==> src/logic/dcgm_pkg.sv <==
// Purpose: constants and types for the dual channel guard monitor
// Assumes: 125 MHz clock, inputs synchronous to clk
// Notes: beam count and long timeouts are parameters of the top module
// Behaviour
// - single channel failure drops outputs, locks reset
// - either channel opening drops safety outputs
// - reclosed without both opening: refuse reset
// - both opened then closed: mismatch cleared
// - synchronization beam never blanked
// - one clear beam between blanked areas
// - blanked beam clearing drops outputs
// - remote teach affects only this receiver
// - standalone works without cascade setup
// - teach unfinished in ten minutes locks out
// - after teach: trip on, latch awaits reset (code: trip stays off while a channel is open or the open records differ)
package dcgm_pkg;
    localparam int CLK_MHZ = 125;
    localparam int TEACH_HOLD_MS = 250;
    localparam int TEACH_HOLD_CYC = TEACH_HOLD_MS * 1000 * CLK_MHZ;
    localparam longint TEACH_TIMEOUT_MIN = 10;
    localparam longint TEACH_TIMEOUT_CYC = TEACH_TIMEOUT_MIN * 60 * 1000000 * CLK_MHZ;
    localparam logic [7:0] ERR_NONE = 8'h00;
    localparam logic [7:0] ERR_TEACH_TIMEOUT = 8'h0C;
    localparam logic [7:0] ERR_BLANK_LAYOUT = 8'h0D;
    typedef enum {
        DCGM_RUN,
        DCGM_TRIP,
        DCGM_TEACH,
        DCGM_LOCK
    } dcgm_state_t;
endpackage

==> src/logic/dcgm_top.sv <==
// Purpose: receiver safety logic: guard channels, blanking check, remote teach
// Assumes: all inputs synchronous to clk; beam bit 0 is the sync beam
// Notes: lockout here is a teach timeout or bad blanking layout, left by power cycle
`timescale 1ns/100ps
module dcgm_top #(
    parameter int BEAMS = 16,
    parameter longint TIMEOUT_CYC = dcgm_pkg::TEACH_TIMEOUT_CYC,
    parameter int HOLD_CYC = dcgm_pkg::TEACH_HOLD_CYC
) (
    // clock and reset
    input wire logic clk,
    input wire logic rstn,
    // guard channels, high while closed
    input wire logic guard_channel_one_a,
    input wire logic guard_channel_two_a,
    // beams, high while blocked
    input wire logic [BEAMS-1:0] beam_blocked,
    // operator switches
    input wire logic reset_switch,
    input wire logic program_switch,
    input wire logic latch_mode,
    // results
    output logic safety_output_pair,
    output logic reset_locked,
    output logic teach_active,
    output logic [7:0] error_code,
    output logic [BEAMS-1:0] blank_map
);
    dcgm_pkg::dcgm_state_t state_r;
    logic ch1_opened_r; // channel one seen open since last reset
    logic ch2_opened_r;
    logic both_closed;
    logic reset_ok; // both channels cycled, reset allowed
    logic reset_d_r; // previous reset_switch level
    logic reset_rise;
    logic prog_d_r;
    logic prog_fall;
    logic [31:0] hold_cnt_r;
    logic hold_done;
    logic [63:0] teach_cnt_r;
    logic [BEAMS-1:0] blank_map_r;
    logic blank_fault; // a blanked beam went clear
    logic layout_bad; // taught pattern breaks layout limits
    logic [BEAMS-1:0] cand;
    logic reset_accept; // tripped state may come back on this cycle

    assign both_closed = guard_channel_one_a & guard_channel_two_a;
    // reset needs both channels to have opened since the last accepted reset
    assign reset_ok = ch1_opened_r & ch2_opened_r & both_closed;
    assign reset_rise = reset_switch & ~reset_d_r;
    assign prog_fall = prog_d_r & ~program_switch;
    assign hold_done = (hold_cnt_r >= 32'(HOLD_CYC));
    // any taught beam seen clear is a break of the field
    assign blank_fault = |(blank_map_r & ~beam_blocked);
    assign cand = beam_blocked;
    // a contiguous run of blocked beams is one area, so any two areas
    // are always split by at least one clear beam with no further check
    // the sync beam must stay clear when a pattern is taught
    assign layout_bad = cand[0];
    // one condition drives both the state change and the record clear, so the
    // records are wiped in trip mode too, where no key press is ever seen
    assign reset_accept = (state_r == dcgm_pkg::DCGM_TRIP) && !program_switch && reset_ok
        && !blank_fault && (reset_rise || !latch_mode);

    // edge detectors for switches
    always_ff @(posedge clk or negedge rstn)
    begin
        if (!rstn)
        begin
            reset_d_r <= 1'b0;
            prog_d_r <= 1'b0;
        end
        else
        begin
            reset_d_r <= reset_switch;
            prog_d_r <= program_switch;
        end
    end

    // per-channel open record; set beats the clear on reset acceptance
    always_ff @(posedge clk or negedge rstn)
    begin
        if (!rstn)
        begin
            ch1_opened_r <= 1'b0;
            ch2_opened_r <= 1'b0;
        end
        else
        begin
            if (!guard_channel_one_a)
                ch1_opened_r <= 1'b1;
            else if (reset_accept)
                ch1_opened_r <= 1'b0;
            if (!guard_channel_two_a)
                ch2_opened_r <= 1'b1;
            else if (reset_accept)
                ch2_opened_r <= 1'b0;
        end
    end

    // program key hold timer, counts only while key is in program
    always_ff @(posedge clk or negedge rstn)
    begin
        if (!rstn)
            hold_cnt_r <= 32'h0000_0000;
        else if (!program_switch)
            hold_cnt_r <= 32'h0000_0000;
        else if (!hold_done)
            hold_cnt_r <= hold_cnt_r + 32'h0000_0001;
    end

    // teach session timer, saturates at the timeout
    always_ff @(posedge clk or negedge rstn)
    begin
        if (!rstn)
            teach_cnt_r <= 64'h0000_0000_0000_0000;
        else if (state_r != dcgm_pkg::DCGM_TEACH)
            teach_cnt_r <= 64'h0000_0000_0000_0000;
        else if (teach_cnt_r < 64'(TIMEOUT_CYC))
            teach_cnt_r <= teach_cnt_r + 64'h0000_0000_0000_0001;
    end

    // main state: run, tripped, teaching, locked out
    always_ff @(posedge clk or negedge rstn)
    begin
        if (!rstn)
        begin
            state_r <= dcgm_pkg::DCGM_TRIP; // powers up off; standalone needs no setup
            blank_map_r <= '0;
            error_code <= dcgm_pkg::ERR_NONE;
        end
        else
        begin
            case (state_r)
                dcgm_pkg::DCGM_RUN:
                begin
                    if (program_switch)
                        state_r <= dcgm_pkg::DCGM_TEACH;
                    // either channel alone trips
                    else if (!both_closed || blank_fault)
                        state_r <= dcgm_pkg::DCGM_TRIP;
                end
                dcgm_pkg::DCGM_TRIP:
                begin
                    if (program_switch)
                        state_r <= dcgm_pkg::DCGM_TEACH;
                    else if (reset_accept)
                        state_r <= dcgm_pkg::DCGM_RUN;
                end
                dcgm_pkg::DCGM_TEACH:
                begin
                    // only this receiver's map is written
                    if (teach_cnt_r >= 64'(TIMEOUT_CYC))
                    begin
                        state_r <= dcgm_pkg::DCGM_LOCK;
                        error_code <= dcgm_pkg::ERR_TEACH_TIMEOUT;
                    end
                    else if (prog_fall && layout_bad)
                    begin
                        state_r <= dcgm_pkg::DCGM_LOCK;
                        error_code <= dcgm_pkg::ERR_BLANK_LAYOUT;
                    end
                    else if (prog_fall)
                    begin
                        blank_map_r <= cand;
                        // trip mode comes straight on, latch waits for reset
                        // a half-cycled guard keeps its lockout, teaching is no way round it
                        if (!latch_mode && both_closed && (ch1_opened_r == ch2_opened_r))
                            state_r <= dcgm_pkg::DCGM_RUN;
                        else
                            state_r <= dcgm_pkg::DCGM_TRIP;
                    end
                end
                dcgm_pkg::DCGM_LOCK:
                    state_r <= dcgm_pkg::DCGM_LOCK; // held until power cycle
                default:
                    state_r <= dcgm_pkg::DCGM_TRIP;
            endcase
        end
    end

    assign safety_output_pair = (state_r == dcgm_pkg::DCGM_RUN);
    assign reset_locked = !reset_ok || (state_r == dcgm_pkg::DCGM_LOCK);
    assign teach_active = (state_r == dcgm_pkg::DCGM_TEACH);
    assign blank_map = blank_map_r;

    // checks
    chan_open_off_a: assert property (@(posedge clk) disable iff (!rstn)
        (!guard_channel_one_a || !guard_channel_two_a) |=> !safety_output_pair)
        else $error("channel open but outputs stayed on");
    blank_clear_off_a: assert property (@(posedge clk) disable iff (!rstn)
        (safety_output_pair && blank_fault && !program_switch) |=> !safety_output_pair)
        else $error("blanked beam clear but outputs on");
    no_reset_a: assert property (@(posedge clk) disable iff (!rstn)
        ($rose(safety_output_pair) && $past(state_r) == dcgm_pkg::DCGM_TRIP)
        |-> $past(reset_ok))
        else $error("reset accepted without both channels cycled");
    record_clr_a: assert property (@(posedge clk) disable iff (!rstn)
        $fell(ch1_opened_r) |-> $past(state_r) == dcgm_pkg::DCGM_TRIP)
        else $error("open record cleared outside reset");
    sync_free_a: assert property (@(posedge clk) disable iff (!rstn)
        !blank_map_r[0])
        else $error("sync beam blanked");
    timeout_lock_a: assert property (@(posedge clk) disable iff (!rstn)
        (state_r == dcgm_pkg::DCGM_TEACH && teach_cnt_r >= 64'(TIMEOUT_CYC))
        |=> state_r == dcgm_pkg::DCGM_LOCK && error_code == dcgm_pkg::ERR_TEACH_TIMEOUT)
        else $error("teach timeout missed");
    latch_wait_a: assert property (@(posedge clk) disable iff (!rstn)
        (state_r == dcgm_pkg::DCGM_TEACH && prog_fall && latch_mode)
        |=> !safety_output_pair)
        else $error("latch mode turned on without reset");
    mismatch_lock_a: assert property (@(posedge clk) disable iff (!rstn)
        (!ch1_opened_r || !ch2_opened_r) |-> reset_locked)
        else $error("reset allowed with channel mismatch");
    teach_gate_a: assert property (@(posedge clk) disable iff (!rstn)
        (state_r == dcgm_pkg::DCGM_TEACH && prog_fall && (ch1_opened_r != ch2_opened_r))
        |=> !safety_output_pair)
        else $error("teach turned outputs on over a channel mismatch");
    run_c: cover property (@(posedge clk) disable iff (!rstn) $rose(safety_output_pair));
    trip_auto_c: cover property (@(posedge clk) disable iff (!rstn) reset_accept && !latch_mode);
    teach_c: cover property (@(posedge clk) disable iff (!rstn)
        state_r == dcgm_pkg::DCGM_TEACH ##1 state_r == dcgm_pkg::DCGM_RUN);
    lock_c: cover property (@(posedge clk) disable iff (!rstn) $rose(state_r == dcgm_pkg::DCGM_LOCK));
endmodule

==> config.mk <==
export PLATFORM = sky130hd
export DESIGN_NAME = dcgm_top
export DESIGN_NICKNAME = d
export VERILOG_FILES = /design/src/logic/dcgm_pkg.sv /design/src/logic/dcgm_top.sv
export SDC_FILE = /design/constraint.sdc
export NUM_CORES = 1
export LEC_CHECK = 0
export BUFFER_PORTS_ARGS = -buffer_cell sky130_fd_sc_hd__buf_2
export CAP_MARGIN = 10
export CORE_ASPECT_RATIO = 1.75
export CORE_MARGIN = 4
export CORE_UTILIZATION = 42
export DETAILED_ROUTE_END_ITERATION = 10
export SYNTH_ARGS = -nofsm -noshare
export SYNTH_HDL_FRONTEND = slang
export SYNTH_SLANG_ARGS = --single-unit
==> constraint.sdc <==
create_clock -name clk -period 4.8 [get_ports clk]
set_input_delay 0.96 -clock clk [delete_from_list [all_inputs] [get_ports clk]]
set_output_delay 0.96 -clock clk [all_outputs]
set_load 0.02 [all_outputs]
Word-level counts from Yosys, hierarchy flattened
Cells that the tools add are included.

$add $sub $neg: 1. Multiply operators: 0. Div/mod/pow operators: 0. Order comparisons: 2. Eq/ne operators: 13. Shifts and indexed selects: 0. Mux-type cells: 16. Bitwise gates (word level): 11. Reductions and logical operators: 23.

Operators by type and width (number): 32-bit 2-to-1 mux (7); 64-bit 2-to-1 mux (2); 32-bit one-hot mux with 4 select lines (1); 32-bit by 2-bit equality test with 1-bit output (second input constant) (3); 64-bit by 1-bit adder with 64-bit output (second input constant) (1); 32-bit by 3-bit equality test with 1-bit output (second input constant) (2); 64-bit by 37-bit >= comparator with 1-bit output (second input constant) (1); 32-bit zero test (2); 64-bit by 37-bit less-than comparator with 1-bit output (second input constant) (1); 32-bit by 1-bit equality test with 1-bit output (second input constant) (1); 32-bit by 3-bit inequality test with 1-bit output (second input constant) (1); 16-bit bitwise AND (1); 8-bit 2-to-1 mux (2); 16-bit inverter (1); 16-bit OR reduction (1); 1-bit logical AND (7); 3-bit inequality test (second input constant) (2); 1-bit bitwise AND (5); 1-bit zero test (5); 1-bit 2-to-1 mux (4); 2-bit by 1-bit inequality test with 1-bit output (second input constant) (2); 4-bit inequality test (second input constant) (1); 1-bit inverter (4); 4-bit AND reduction (1); other kinds (5) (8).

Flip-flop bits (word level): 124. Bits in latches: 0. RAM bits: 0. ROM bits: 0. Input bits: 23. Output and inout port bits: 27. Memories: 0.

Longest topological paths before layout
Gate-level depths: netlist (run 1).

Word-level depth: 9. Depth in mapped cells: 7. Depth with buffers taken out: 6.

Worst setup path after synthesis (run 1)
No wires, ideal clock.

Path type: register to output. From: register state_r[0]. To: output port teach_active. Arrival time: 1372 ps. Setup slack: 2468 ps. Cell stages (with the launch flop): 6. Path buffers: 3. Cells stage by stage: dfstp_2 nand2b_1 clkbuf_1 inv_1 clkbuf_1 clkbuf_1.

Cells in the longest elaborated chain, start to end: 1.

RTL lines: start: declaration (line dcgm_top.sv:29) `dcgm_pkg::dcgm_state_t state_r;`; start signal: assignment (line dcgm_top.sv:128) `state_r <= dcgm_pkg::DCGM_TRIP;`; start signal: assignment (line dcgm_top.sv:138) `state_r <= dcgm_pkg::DCGM_TEACH;`; start signal: assignment (line dcgm_top.sv:141) `state_r <= dcgm_pkg::DCGM_TRIP;`; 32-bit by 3-bit equality test with 1-bit output (line dcgm_top.sv:184) `assign teach_active = (state_r == dcgm_pkg::DCGM_TEACH);`; end: declaration (line dcgm_top.sv:25) `output logic teach_active,`.

Every way passes these cells.

Worst setup path in the final report (run 1)
From: register teach_cnt_r[56]. To: register teach_cnt_r[17].

Cells in the longest elaborated chain, start to end: 2.

RTL lines: start: declaration (line dcgm_top.sv:40) `logic [63:0] teach_cnt_r;`; start signal: assignment (line dcgm_top.sv:120) `teach_cnt_r <= teach_cnt_r + 64'h0000_0000_0000_0001;`; 64-bit by 37-bit less-than comparator with 1-bit output (line dcgm_top.sv:119) `else if (teach_cnt_r < 64'(TIMEOUT_CYC))`; 2-bit nonzero test (no line).

Every way passes these cells. A chain may end at the register's enable or synchronous reset.

==> impl_metrics.tcl, run 1 <==
set metrics [dict create \
    wl_met1_mm 4.11 \
    async_flop_share_pct 100 \
    hold_buffers 0 \
    worstPathMaxFanout 58 \
    first_pass_iters 4 \
    required_ns 5.06 \
    cp.arrival_ns 3.11 \
    drv_slew 0 \
    clockRootBuffer "clkbuf_16" \
    clock_tree.buffer_depth 2 \
    avgSynthCellArea_um2 10.3 \
    hold_start "teach_cnt_r[48]$_DFFE_PN0P_" \
    synth_top_area_share_pct 48.4 \
    clock_latency_ns 0.34 \
    synth_edf_count 0 \
    wl_met2_mm 5.03 \
    timing.rr.start "teach_cnt_r[56]$_DFFE_PN0P_" \
    crit_path_start "teach_cnt_r[56]$_DFFE_PN0P_" \
    syn_inst 435 \
    clock.fmax_mhz 351 \
    synth.largest_area_cell "dfrtp_1" \
    grt_pass1_wl_mm 16.8 \
    wl_per_cell_um 16.3 \
    area_growth_syn_to_layout_pct 12.0 \
    clock-sinks 88 \
    drv_cap 0 \
    core_area_um2 10400 \
    diodes 0 \
    relSlewSlack_pct 30.5 \
    rsz0062_at_grt "false" \
    end_kind "flop" \
    drc 0 \
    tritoncts "done" \
    synth_area_um2 4500 \
    hold_viol 0 \
    post_cts_resize_count 0 \
    gp_congestion 0.809 \
    synth_compound_area_share_pct 12.9 \
    finalClockSkew_ns 0.0109 \
    p_leak_nw 2.14 \
    setup_viol 0 \
    synth_cell_types 57 \
    synth_fa_ha_area_share_pct 0.834 \
    cts_made_buffers 9 \
    post_cts_buffers 0 \
    crit_type "flop to flop" \
    period_needed_ns 2.85 \
    fillers 978 \
    power.total_w 0.00155 \
    yosysWarnings 0 \
    htreeDepth 3 \
    power.density_nw_per_um2 307 \
    start_util_pct 43.4 \
    setup_tns_ns 0 \
    synth_top_family_by_area "simple AND/OR/NAND/NOR gates" \
    place.port_buffers 44 \
    yosys.area_share.simple_pct 25.8 \
    chipWidth_um 86.2 \
    cp-start-kind "flop" \
    grt.overflow.total 0 \
    synth-xor-area-share_pct 0 \
    synth.area.top_cells "dfrtp_1, and2_1, or4_1" \
    vias 3433 \
    dp.final_hpwl_mm 6.53 \
    peakVddDrop_mv 0.218 \
    drt_wl_total_mm 9.71 \
    drive_above_1_share_pct 17.7 \
    fin_crit_sh_pct 59.4 \
    drt_iter0_drc 198 \
    grt_max_degree 59 \
    clkTransAtPathRegs_ns 0.07 \
    met3RoutedLength_um 346 \
    viasPerCell 5.76 \
    pin_count 50 \
    mostFrequentLayoutCell "dfrtp_1" \
    grt_pass1_vias 3478 \
    nNetsFinal 491 \
    grt_use_total_pct 16.5 \
    hold_ws_ns 0.485 \
    worstHoldPathType "flop to flop" \
    synth-main-ff-cell "dfrtp_1" \
    status "complete, no violations" \
    layout_common_cells "dfrtp_1, buf_2, and2_1, a21oi_1, nand2_1" \
    rows 49 \
    postRouteAntennaNets 0 \
    ys_ff_latch 88 \
    antenna_found_initial 0 \
    synth.mux.area_fraction_pct 5.76 \
    yosysSeqAreaShare_pct 49.0 \
    worst_pin_slew_ns 1.04 \
    maxUsedRoutingLayer "met4" \
    die_h_um 145 \
    die_area_um2 12500 \
]
==> Yosys cell counts (4+ instances only) <==
cell and number:
nor2_1 8, and3_1 6, mux2_2 7, o21ai_0 4
buf_4 7, nand4_1 13, nand2_1 25, and2_1 31
nand3_1 21, nor2b_1 4, mux2i_1 9, a21oi_1 25
buf_6 6, nor4_1 18, dfrtp_1 87, nor3_1 9
inv_1 16, clkbuf_1 17, o31ai_1 19, nand2b_1 20
and4_1 5, mux2_1 8, or4_1 20
==> worst paths after layout <==
check	end	slack, ns	cells past startpoint
min in group asynchronous	teach_cnt_r[25]$_DFFE_PN0P_	0.68	1
worst min register to register	teach_cnt_r[48]$_DFFE_PN0P_	0.48	1
worst max register to register	teach_cnt_r[17]$_DFFE_PN0P_	1.95	5
max in group asynchronous	state_r[0]$_DFFE_PN1P_	3.20	2
worst min-delay path	teach_cnt_r[48]$_DFFE_PN0P_	0.48	1
worst max-delay path	teach_cnt_r[17]$_DFFE_PN0P_	1.95	5
==> sequential cells by signal (all words and copies together) (netlist names) <==
signal        cells
ch1_opened_r      1
error_code        2
ch2_opened_r      1
reset_d_r         1
teach_cnt_r      64
state_r           2
prog_d_r          1
blank_map        16
==> per-layer routing <==
| layer | track usage, % | vias to the layer above |
|---|---|---|
| met3 | 3.57 | 16 |
| met2 | 27.7 | 64 |
| met5 | 0 | - |
| met4 | 6.63 | 0 |
| li1 | - | 1671 |
| met1 | 20.2 | 1682 |
==> critical path: stages, from the launching register on <==
cell and delay [ns]:
dfrtp_1 0.38, nor4_1 0.31, and4_1 0.29, nand3_2 0.80
or4_1 0.80, a21oi_1 0.16
==> stage by stage <==
step | utilization (%) | worst slack (ns) | instances | cell area, um^2
CTS | 48.6 | 1.94 | 596 | 5040
finish | 48.6 | 1.95 | 596 | 5040
detailed placement | 45.6 | 1.93 | 581 | 4730
global route | 48.6 | 1.67 | 596 | 5040
global placement | 45.6 | 2.07 | 581 | 4730
floorplan | - | 2.47 | 439 | 4510
==> area by class of cell <==
class | instances | area, um^2 | area share (%)
Clock buffer | 11 | 253 | 5.02
Clock inverter | 4 | 53.8 | 1.07
Inverter | 16 | 60.1 | 1.19
Multi-Input combinational cell | 303 | 2060 | 40.9
Sequential cell | 88 | 2200 | 43.8
Tap cell | 127 | 159 | 3.16
Timing Repair Buffer | 47 | 245 | 4.87
==> cell families (layout without fill, tap and decap cells) <==
kind of cell,count (synthesis),in the layout
AOI/OAI and AO/OA,79,79
adders and majority gates,3,3
buffers and inverters,48,78
DFF,88,88
muxes,24,24
other,1,5
and+or+nand+nor,192,192
==> where the power goes <==
group | leakage (nW) | switching (W) | internal, W | total, W
clock | 0.144 | 0.000284 | 0.000430 | 0.000714
combinational | 0.798 | 0.0000484 | 0.0000261 | 0.0000745
sequential | 1.20 | 0.00000646 | 0.000752 | 0.000758
total | 2.14 | 0.000339 | 0.00121 | 0.00155
Note: power is estimated with default switching activity, not from simulation.
==> run 2: changes to the inputs <==
==> constraint.sdc (replaced) <==
create_clock -name clk -period 2.5 [get_ports clk]
set_input_delay 0.5 -clock clk [delete_from_list [all_inputs] [get_ports clk]]
set_output_delay 0.5 -clock clk [all_outputs]
set_load 0.02 [all_outputs]
==> impl_metrics.tcl, run 2 (same netlist as run 1, synthesis figures left out) <==
set metrics [dict create \
    status "complete, no violations" \
    pwr-share-clk_pct 46.6 \
    drc 0 \
    fillers 959 \
    power.switching_w 0.000690 \
    relSlewSlack_pct 60.4 \
    drv_slew 0 \
    cp-start-kind "flop" \
    p_leak_nw 2.21 \
    combPwrFrac_pct 4.9 \
    final_cell_count_no_fill 608 \
    required_ns 2.76 \
    postRouteAntennaNets 0 \
    first_pass_iters 4 \
    grt.overflow.total 0 \
    clock_tree.buffer_depth 2 \
    post_cts_buffers 0 \
    worst_pin_slew_ns 0.593 \
    switching_share_pct 23.0 \
    grt_pass1_vias 3585 \
    clock.fmax_mhz 427 \
    end_kind "flop" \
    core_area_um2 10400 \
    htreeDepth 3 \
    rows 49 \
    setup_tns_ns 0 \
    nNetsFinal 502 \
    mostFrequentLayoutCell "dfrtp_1" \
    worstPathMaxFanout 57 \
    period_needed_ns 2.34 \
    tritoncts "done" \
    largest_register_ffs 64 \
    layout_common_cells "dfrtp_1, buf_2, and2_1, a21oi_1, nand2_1" \
    clock-sinks 88 \
    diodes 0 \
    hold_viol 0 \
    peakVddDrop_mv 0.466 \
    drive_above_1_share_pct 19.8 \
    clkTransAtPathRegs_ns 0.07 \
    grt_max_degree 58 \
    numPlacedInstances 592 \
    finalClockSkew_ns 0.00750 \
    dp.final_hpwl_mm 6.93 \
    die_area_um2 12500 \
    start_util_pct 43.4 \
    cts_made_buffers 9 \
    crit_type "flop to flop" \
    power_frac_seq_pct 48.5 \
    viasPerCell 5.74 \
    pin_count 50 \
    vias 3487 \
    place.port_buffers 44 \
    worstHoldPathType "primary input to async pin" \
    regMostFlops "teach_cnt_r" \
    drv_cap 0 \
    chipWidth_um 86.2 \
    setup_viol 0 \
    post_cts_resize_count 0 \
    hold_buffers 0 \
    cp.arrival_ns 2.60 \
    antenna_found_initial 0 \
    die_h_um 145 \
    p_int_w 0.00231 \
    grt_use_total_pct 17.3 \
    drt_iter0_drc 236 \
    clockRootBuffer "clkbuf_16" \
    drt_wl_total_mm 10.1 \
    power.density_nw_per_um2 583 \
    wl_per_cell_um 16.7 \
    area_growth_syn_to_layout_pct 14.5 \
    grt_pass1_wl_mm 17.3 \
    gp_congestion 0.816 \
    clock_latency_ns 0.34 \
    fin_crit_sh_pct 93.6 \
    rsz0062_at_grt "false" \
]
run 2: changes by cell type in the layout (fill, tap and decap cells not counted):
cell,before,now
buf_12,0,2
clkinvlp_4,2,1
inv_6,0,3
buf_4,4,13
clkbuf_8,2,1
run 2: worst paths after layout:
path / startpoint / slack (ns) / cells past startpoint / end
worst max-delay path: teach_cnt_r[22]$_DFFE_PN0P_ / 0.16 / 5 / teach_cnt_r[31]$_DFFE_PN0P_
worst min-delay path: rstn / 0.16 / 1 / teach_cnt_r[25]$_DFFE_PN0P_
worst max register to register: teach_cnt_r[22]$_DFFE_PN0P_ / 0.16 / 5 / teach_cnt_r[31]$_DFFE_PN0P_
worst min register to register: teach_cnt_r[37]$_DFFE_PN0P_ / 0.48 / 1 / teach_cnt_r[37]$_DFFE_PN0P_
max in group asynchronous: rstn / 1.67 / 2 / state_r[0]$_DFFE_PN1P_
min in group clk: reset_switch / 0.27 / 1 / reset_d_r$_DFF_PN0_
run 2: cell type report:
type	instances	area (um^2)	share of cell area (%)
flip-flops and latches	88	2200	42.8
multi-input cells	303	2060	40.0
repair buffers	58	353	6.85
clock buffers	10	239	4.64
well taps	127	159	3.09
clock inverters	6	72.6	1.41
inverters	16	60.1	1.17
run 2: power groups by stage:
stage               clock network (W)  registers, W  logic [W]
detailed placement                  0       0.00148   0.000152
global route                  0.00150       0.00146   0.000166
global placement                    0       0.00148   0.000150
floorplan                           0       0.00150  0.0000515
CTS                           0.00143       0.00146   0.000153
finish                        0.00140       0.00146   0.000148
run 2: stage by stage:
| step | hold slack [ns] | utilization, % | setup slack, ns | total power [W] | cell area [um^2] |
|---|---|---|---|---|---|
| after floorplan | 0.204 | - | 0.467 | 0.00155 | 4510 |
| after global placement | 0.469 | 46.7 | 0.300 | 0.00163 | 4840 |
| after detailed placement | 0.471 | 46.7 | 0.220 | 0.00163 | 4840 |
| after CTS | 0.182 | 49.7 | 0.176 | 0.00304 | 5150 |
| after global routing | 0.202 | 49.7 | 0.0284 | 0.00312 | 5150 |
| final | 0.160 | 49.7 | 0.159 | 0.00300 | 5150 |
run 2: worst max-delay path, cell delays in order (launching register included):
cell      delay (ns)
dfrtp_1         0.47
a211oi_2        0.22
o21ai_1         0.17
o311a_4         0.63
or4_1           0.59
a21oi_1         0.18
run 2: routing by layer:
layer  routed length [um]  global-route usage (%)  vias up
li1                     -                       -     1676
met1                 4090                    20.7     1724
met2                 5380                    29.6       66
met3                  340                    3.12       21
met4                  323                    8.03        0
met5                    0                       0        -
==> run 3: changes to the inputs <==
==> constraint.sdc (replaced) <==
create_clock -name clk -period 2.5 [get_ports clk]
set_input_delay 0.375 -clock clk [delete_from_list [all_inputs] [get_ports clk]]
set_output_delay 0.375 -clock clk [all_outputs]
set_load 0.02 [all_outputs]
==> impl_metrics.tcl, run 3 (same netlist as run 1, synthesis figures left out) <==
set metrics [dict create \
    clock.fmax_mhz 439 \
    fillers 962 \
    p_leak_nw 2.21 \
    drc 0 \
    rsz0062_at_grt "false" \
    hold_viol 0 \
    die_h_um 145 \
    slowest_stage "o311a_4" \
    grt_use_met3_pct 3.35 \
    worst_pin_slew_ns 0.544 \
    crit_type "flop to flop" \
    mostFrequentLayoutCell "dfrtp_1" \
    postRouteAntennaNets 0 \
    rows 49 \
    setup_tns_ns 0 \
    chipWidth_um 86.2 \
    setup_viol 0 \
    cp_num_buf_inv 0 \
    grt_use_total_pct 16.7 \
    relSlewSlack_pct 63.7 \
    first_pass_iters 4 \
    grt_max_degree 58 \
    largest_register_ffs 64 \
    gp_congestion 0.813 \
    cp-start-kind "flop" \
    tritoncts "done" \
    fin_ws_ns 0.223 \
    antenna_found_initial 0 \
    top_usage_layer "met2" \
    finalClockSkew_ns 0.00800 \
    drt_iter0_drc 179 \
    drive_above_1_share_pct 19.9 \
    clkTransAtPathRegs_ns 0.07 \
    peakVddDrop_mv 0.417 \
    clock_latency_ns 0.34 \
    dp.final_hpwl_mm 6.89 \
    grt_pass1_vias 3654 \
    area_growth_syn_to_layout_pct 14.1 \
    nNetsFinal 503 \
    worstPathMaxFanout 57 \
    wl_per_cell_um 16.4 \
    diodes 0 \
    fin_crit_sh_pct 91.1 \
    clockRootBuffer "clkbuf_16" \
    die_area_um2 12500 \
    hold_buffers 0 \
    cts_made_buffers 9 \
    vias 3523 \
    power.density_nw_per_um2 566 \
    core_area_um2 10400 \
    place.port_buffers 44 \
    required_ns 2.73 \
    drv_cap 0 \
    dp_slack_ns 0.241 \
    drv_slew 0 \
    layout_common_cells "dfrtp_1, buf_2, and2_1, a21oi_1, nand2_1" \
    regMostFlops "teach_cnt_r" \
    clock_tree.buffer_depth 2 \
    post_cts_buffers 0 \
    grt_pass1_wl_mm 17.0 \
    cpPeakStageDelay_ns 0.63 \
    pin_count 50 \
    clock-sinks 88 \
    period_needed_ns 2.28 \
    cp.arrival_ns 2.51 \
    use_met2_pct 28.7 \
    crit_chain "nand4_1 -> a2111oi_2 -> o311a_4 -> nor3_1 -> a22o_1" \
    grtUsageMet1_pct 20.0 \
    start_util_pct 43.4 \
    grt.overflow.total 0 \
    worstHoldPathType "primary input to async pin" \
    end_kind "flop" \
    crit_family "compound AO/OA/AOI/OAI gates" \
    htreeDepth 3 \
    status "complete, no violations" \
    drt_wl_total_mm 9.96 \
    viasPerCell 5.78 \
    post_cts_resize_count 0 \
]
## run 3: cell count changes in the layout (fill, tap and decap cells not counted), sizes merged
cell	before	now
buf	58	59
bufinv	1	0
clkbuf	10	9
inv	19	21
## run 3: cell type report
cell class / instances / area (um^2) / area share, %
tap: 127 / 159 / 3.10
sequential: 88 / 2200 / 42.9
multi-input combinational: 303 / 2060 / 40.2
inverter: 16 / 60.1 / 1.17
clock inverter: 7 / 61.3 / 1.19
timing repair buffer: 59 / 360 / 7.02
clock buffer: 9 / 225 / 4.39
## run 3: power by group
part / leakage (nW) / switching (W) / internal (W) / total, W
Clock: 0.141 / 0.000608 / 0.000697 / 0.00130
Sequential: 1.20 / 0.0000122 / 0.00144 / 0.00145
Combinational: 0.866 / 0.0000937 / 0.0000534 / 0.000147
Total: 2.21 / 0.000714 / 0.00219 / 0.00291
## run 3: final timing paths
| kind | start | end | slack (ns) | depth (start not counted) |
|---|---|---|---|---|
| setup / recovery | teach_cnt_r[11]$_DFFE_PN0P_ | teach_cnt_r[36]$_DFFE_PN0P_ | 0.22 | 5 |
| hold / removal | rstn | teach_cnt_r[25]$_DFFE_PN0P_ | 0.01 | 1 |
| setup reg to reg | teach_cnt_r[11]$_DFFE_PN0P_ | teach_cnt_r[36]$_DFFE_PN0P_ | 0.22 | 5 |
| hold reg to reg | teach_cnt_r[56]$_DFFE_PN0P_ | teach_cnt_r[56]$_DFFE_PN0P_ | 0.49 | 1 |
| max in group asynchronous | rstn | state_r[0]$_DFFE_PN1P_ | 1.82 | 2 |
| min in group clk | reset_switch | reset_d_r$_DFF_PN0_ | 0.15 | 1 |
## run 3: worst register-to-register path, cell delays in order (launching register included)
cell,delay [ns]
dfrtp_1,0.46
nand4_1,0.16
a2111oi_2,0.57
o311a_4,0.63
nor3_1,0.14
a22o_1,0.22
## run 3: layer usage
metal,share of wire [%],up-vias
met5,0,-
met4,2.6,0
met3,4.0,21
met2,52,81
met1,41,1734
li1,-,1687
## run 3: stage by stage
step / power [W] / hold WS [ns] / utilization, % / instance area [um^2] / std cells
floorplan: 0.00155 / 0.0794 / - / 4510 / 439
global placement: 0.00163 / 0.387 / 46.8 / 4840 / 593
detailed placement: 0.00163 / 0.392 / 46.8 / 4840 / 593
CTS: 0.00294 / 0.0331 / 49.5 / 5130 / 609
global route: 0.00301 / 0.0474 / 49.5 / 5130 / 609
finish: 0.00291 / 0.0133 / 49.5 / 5130 / 609
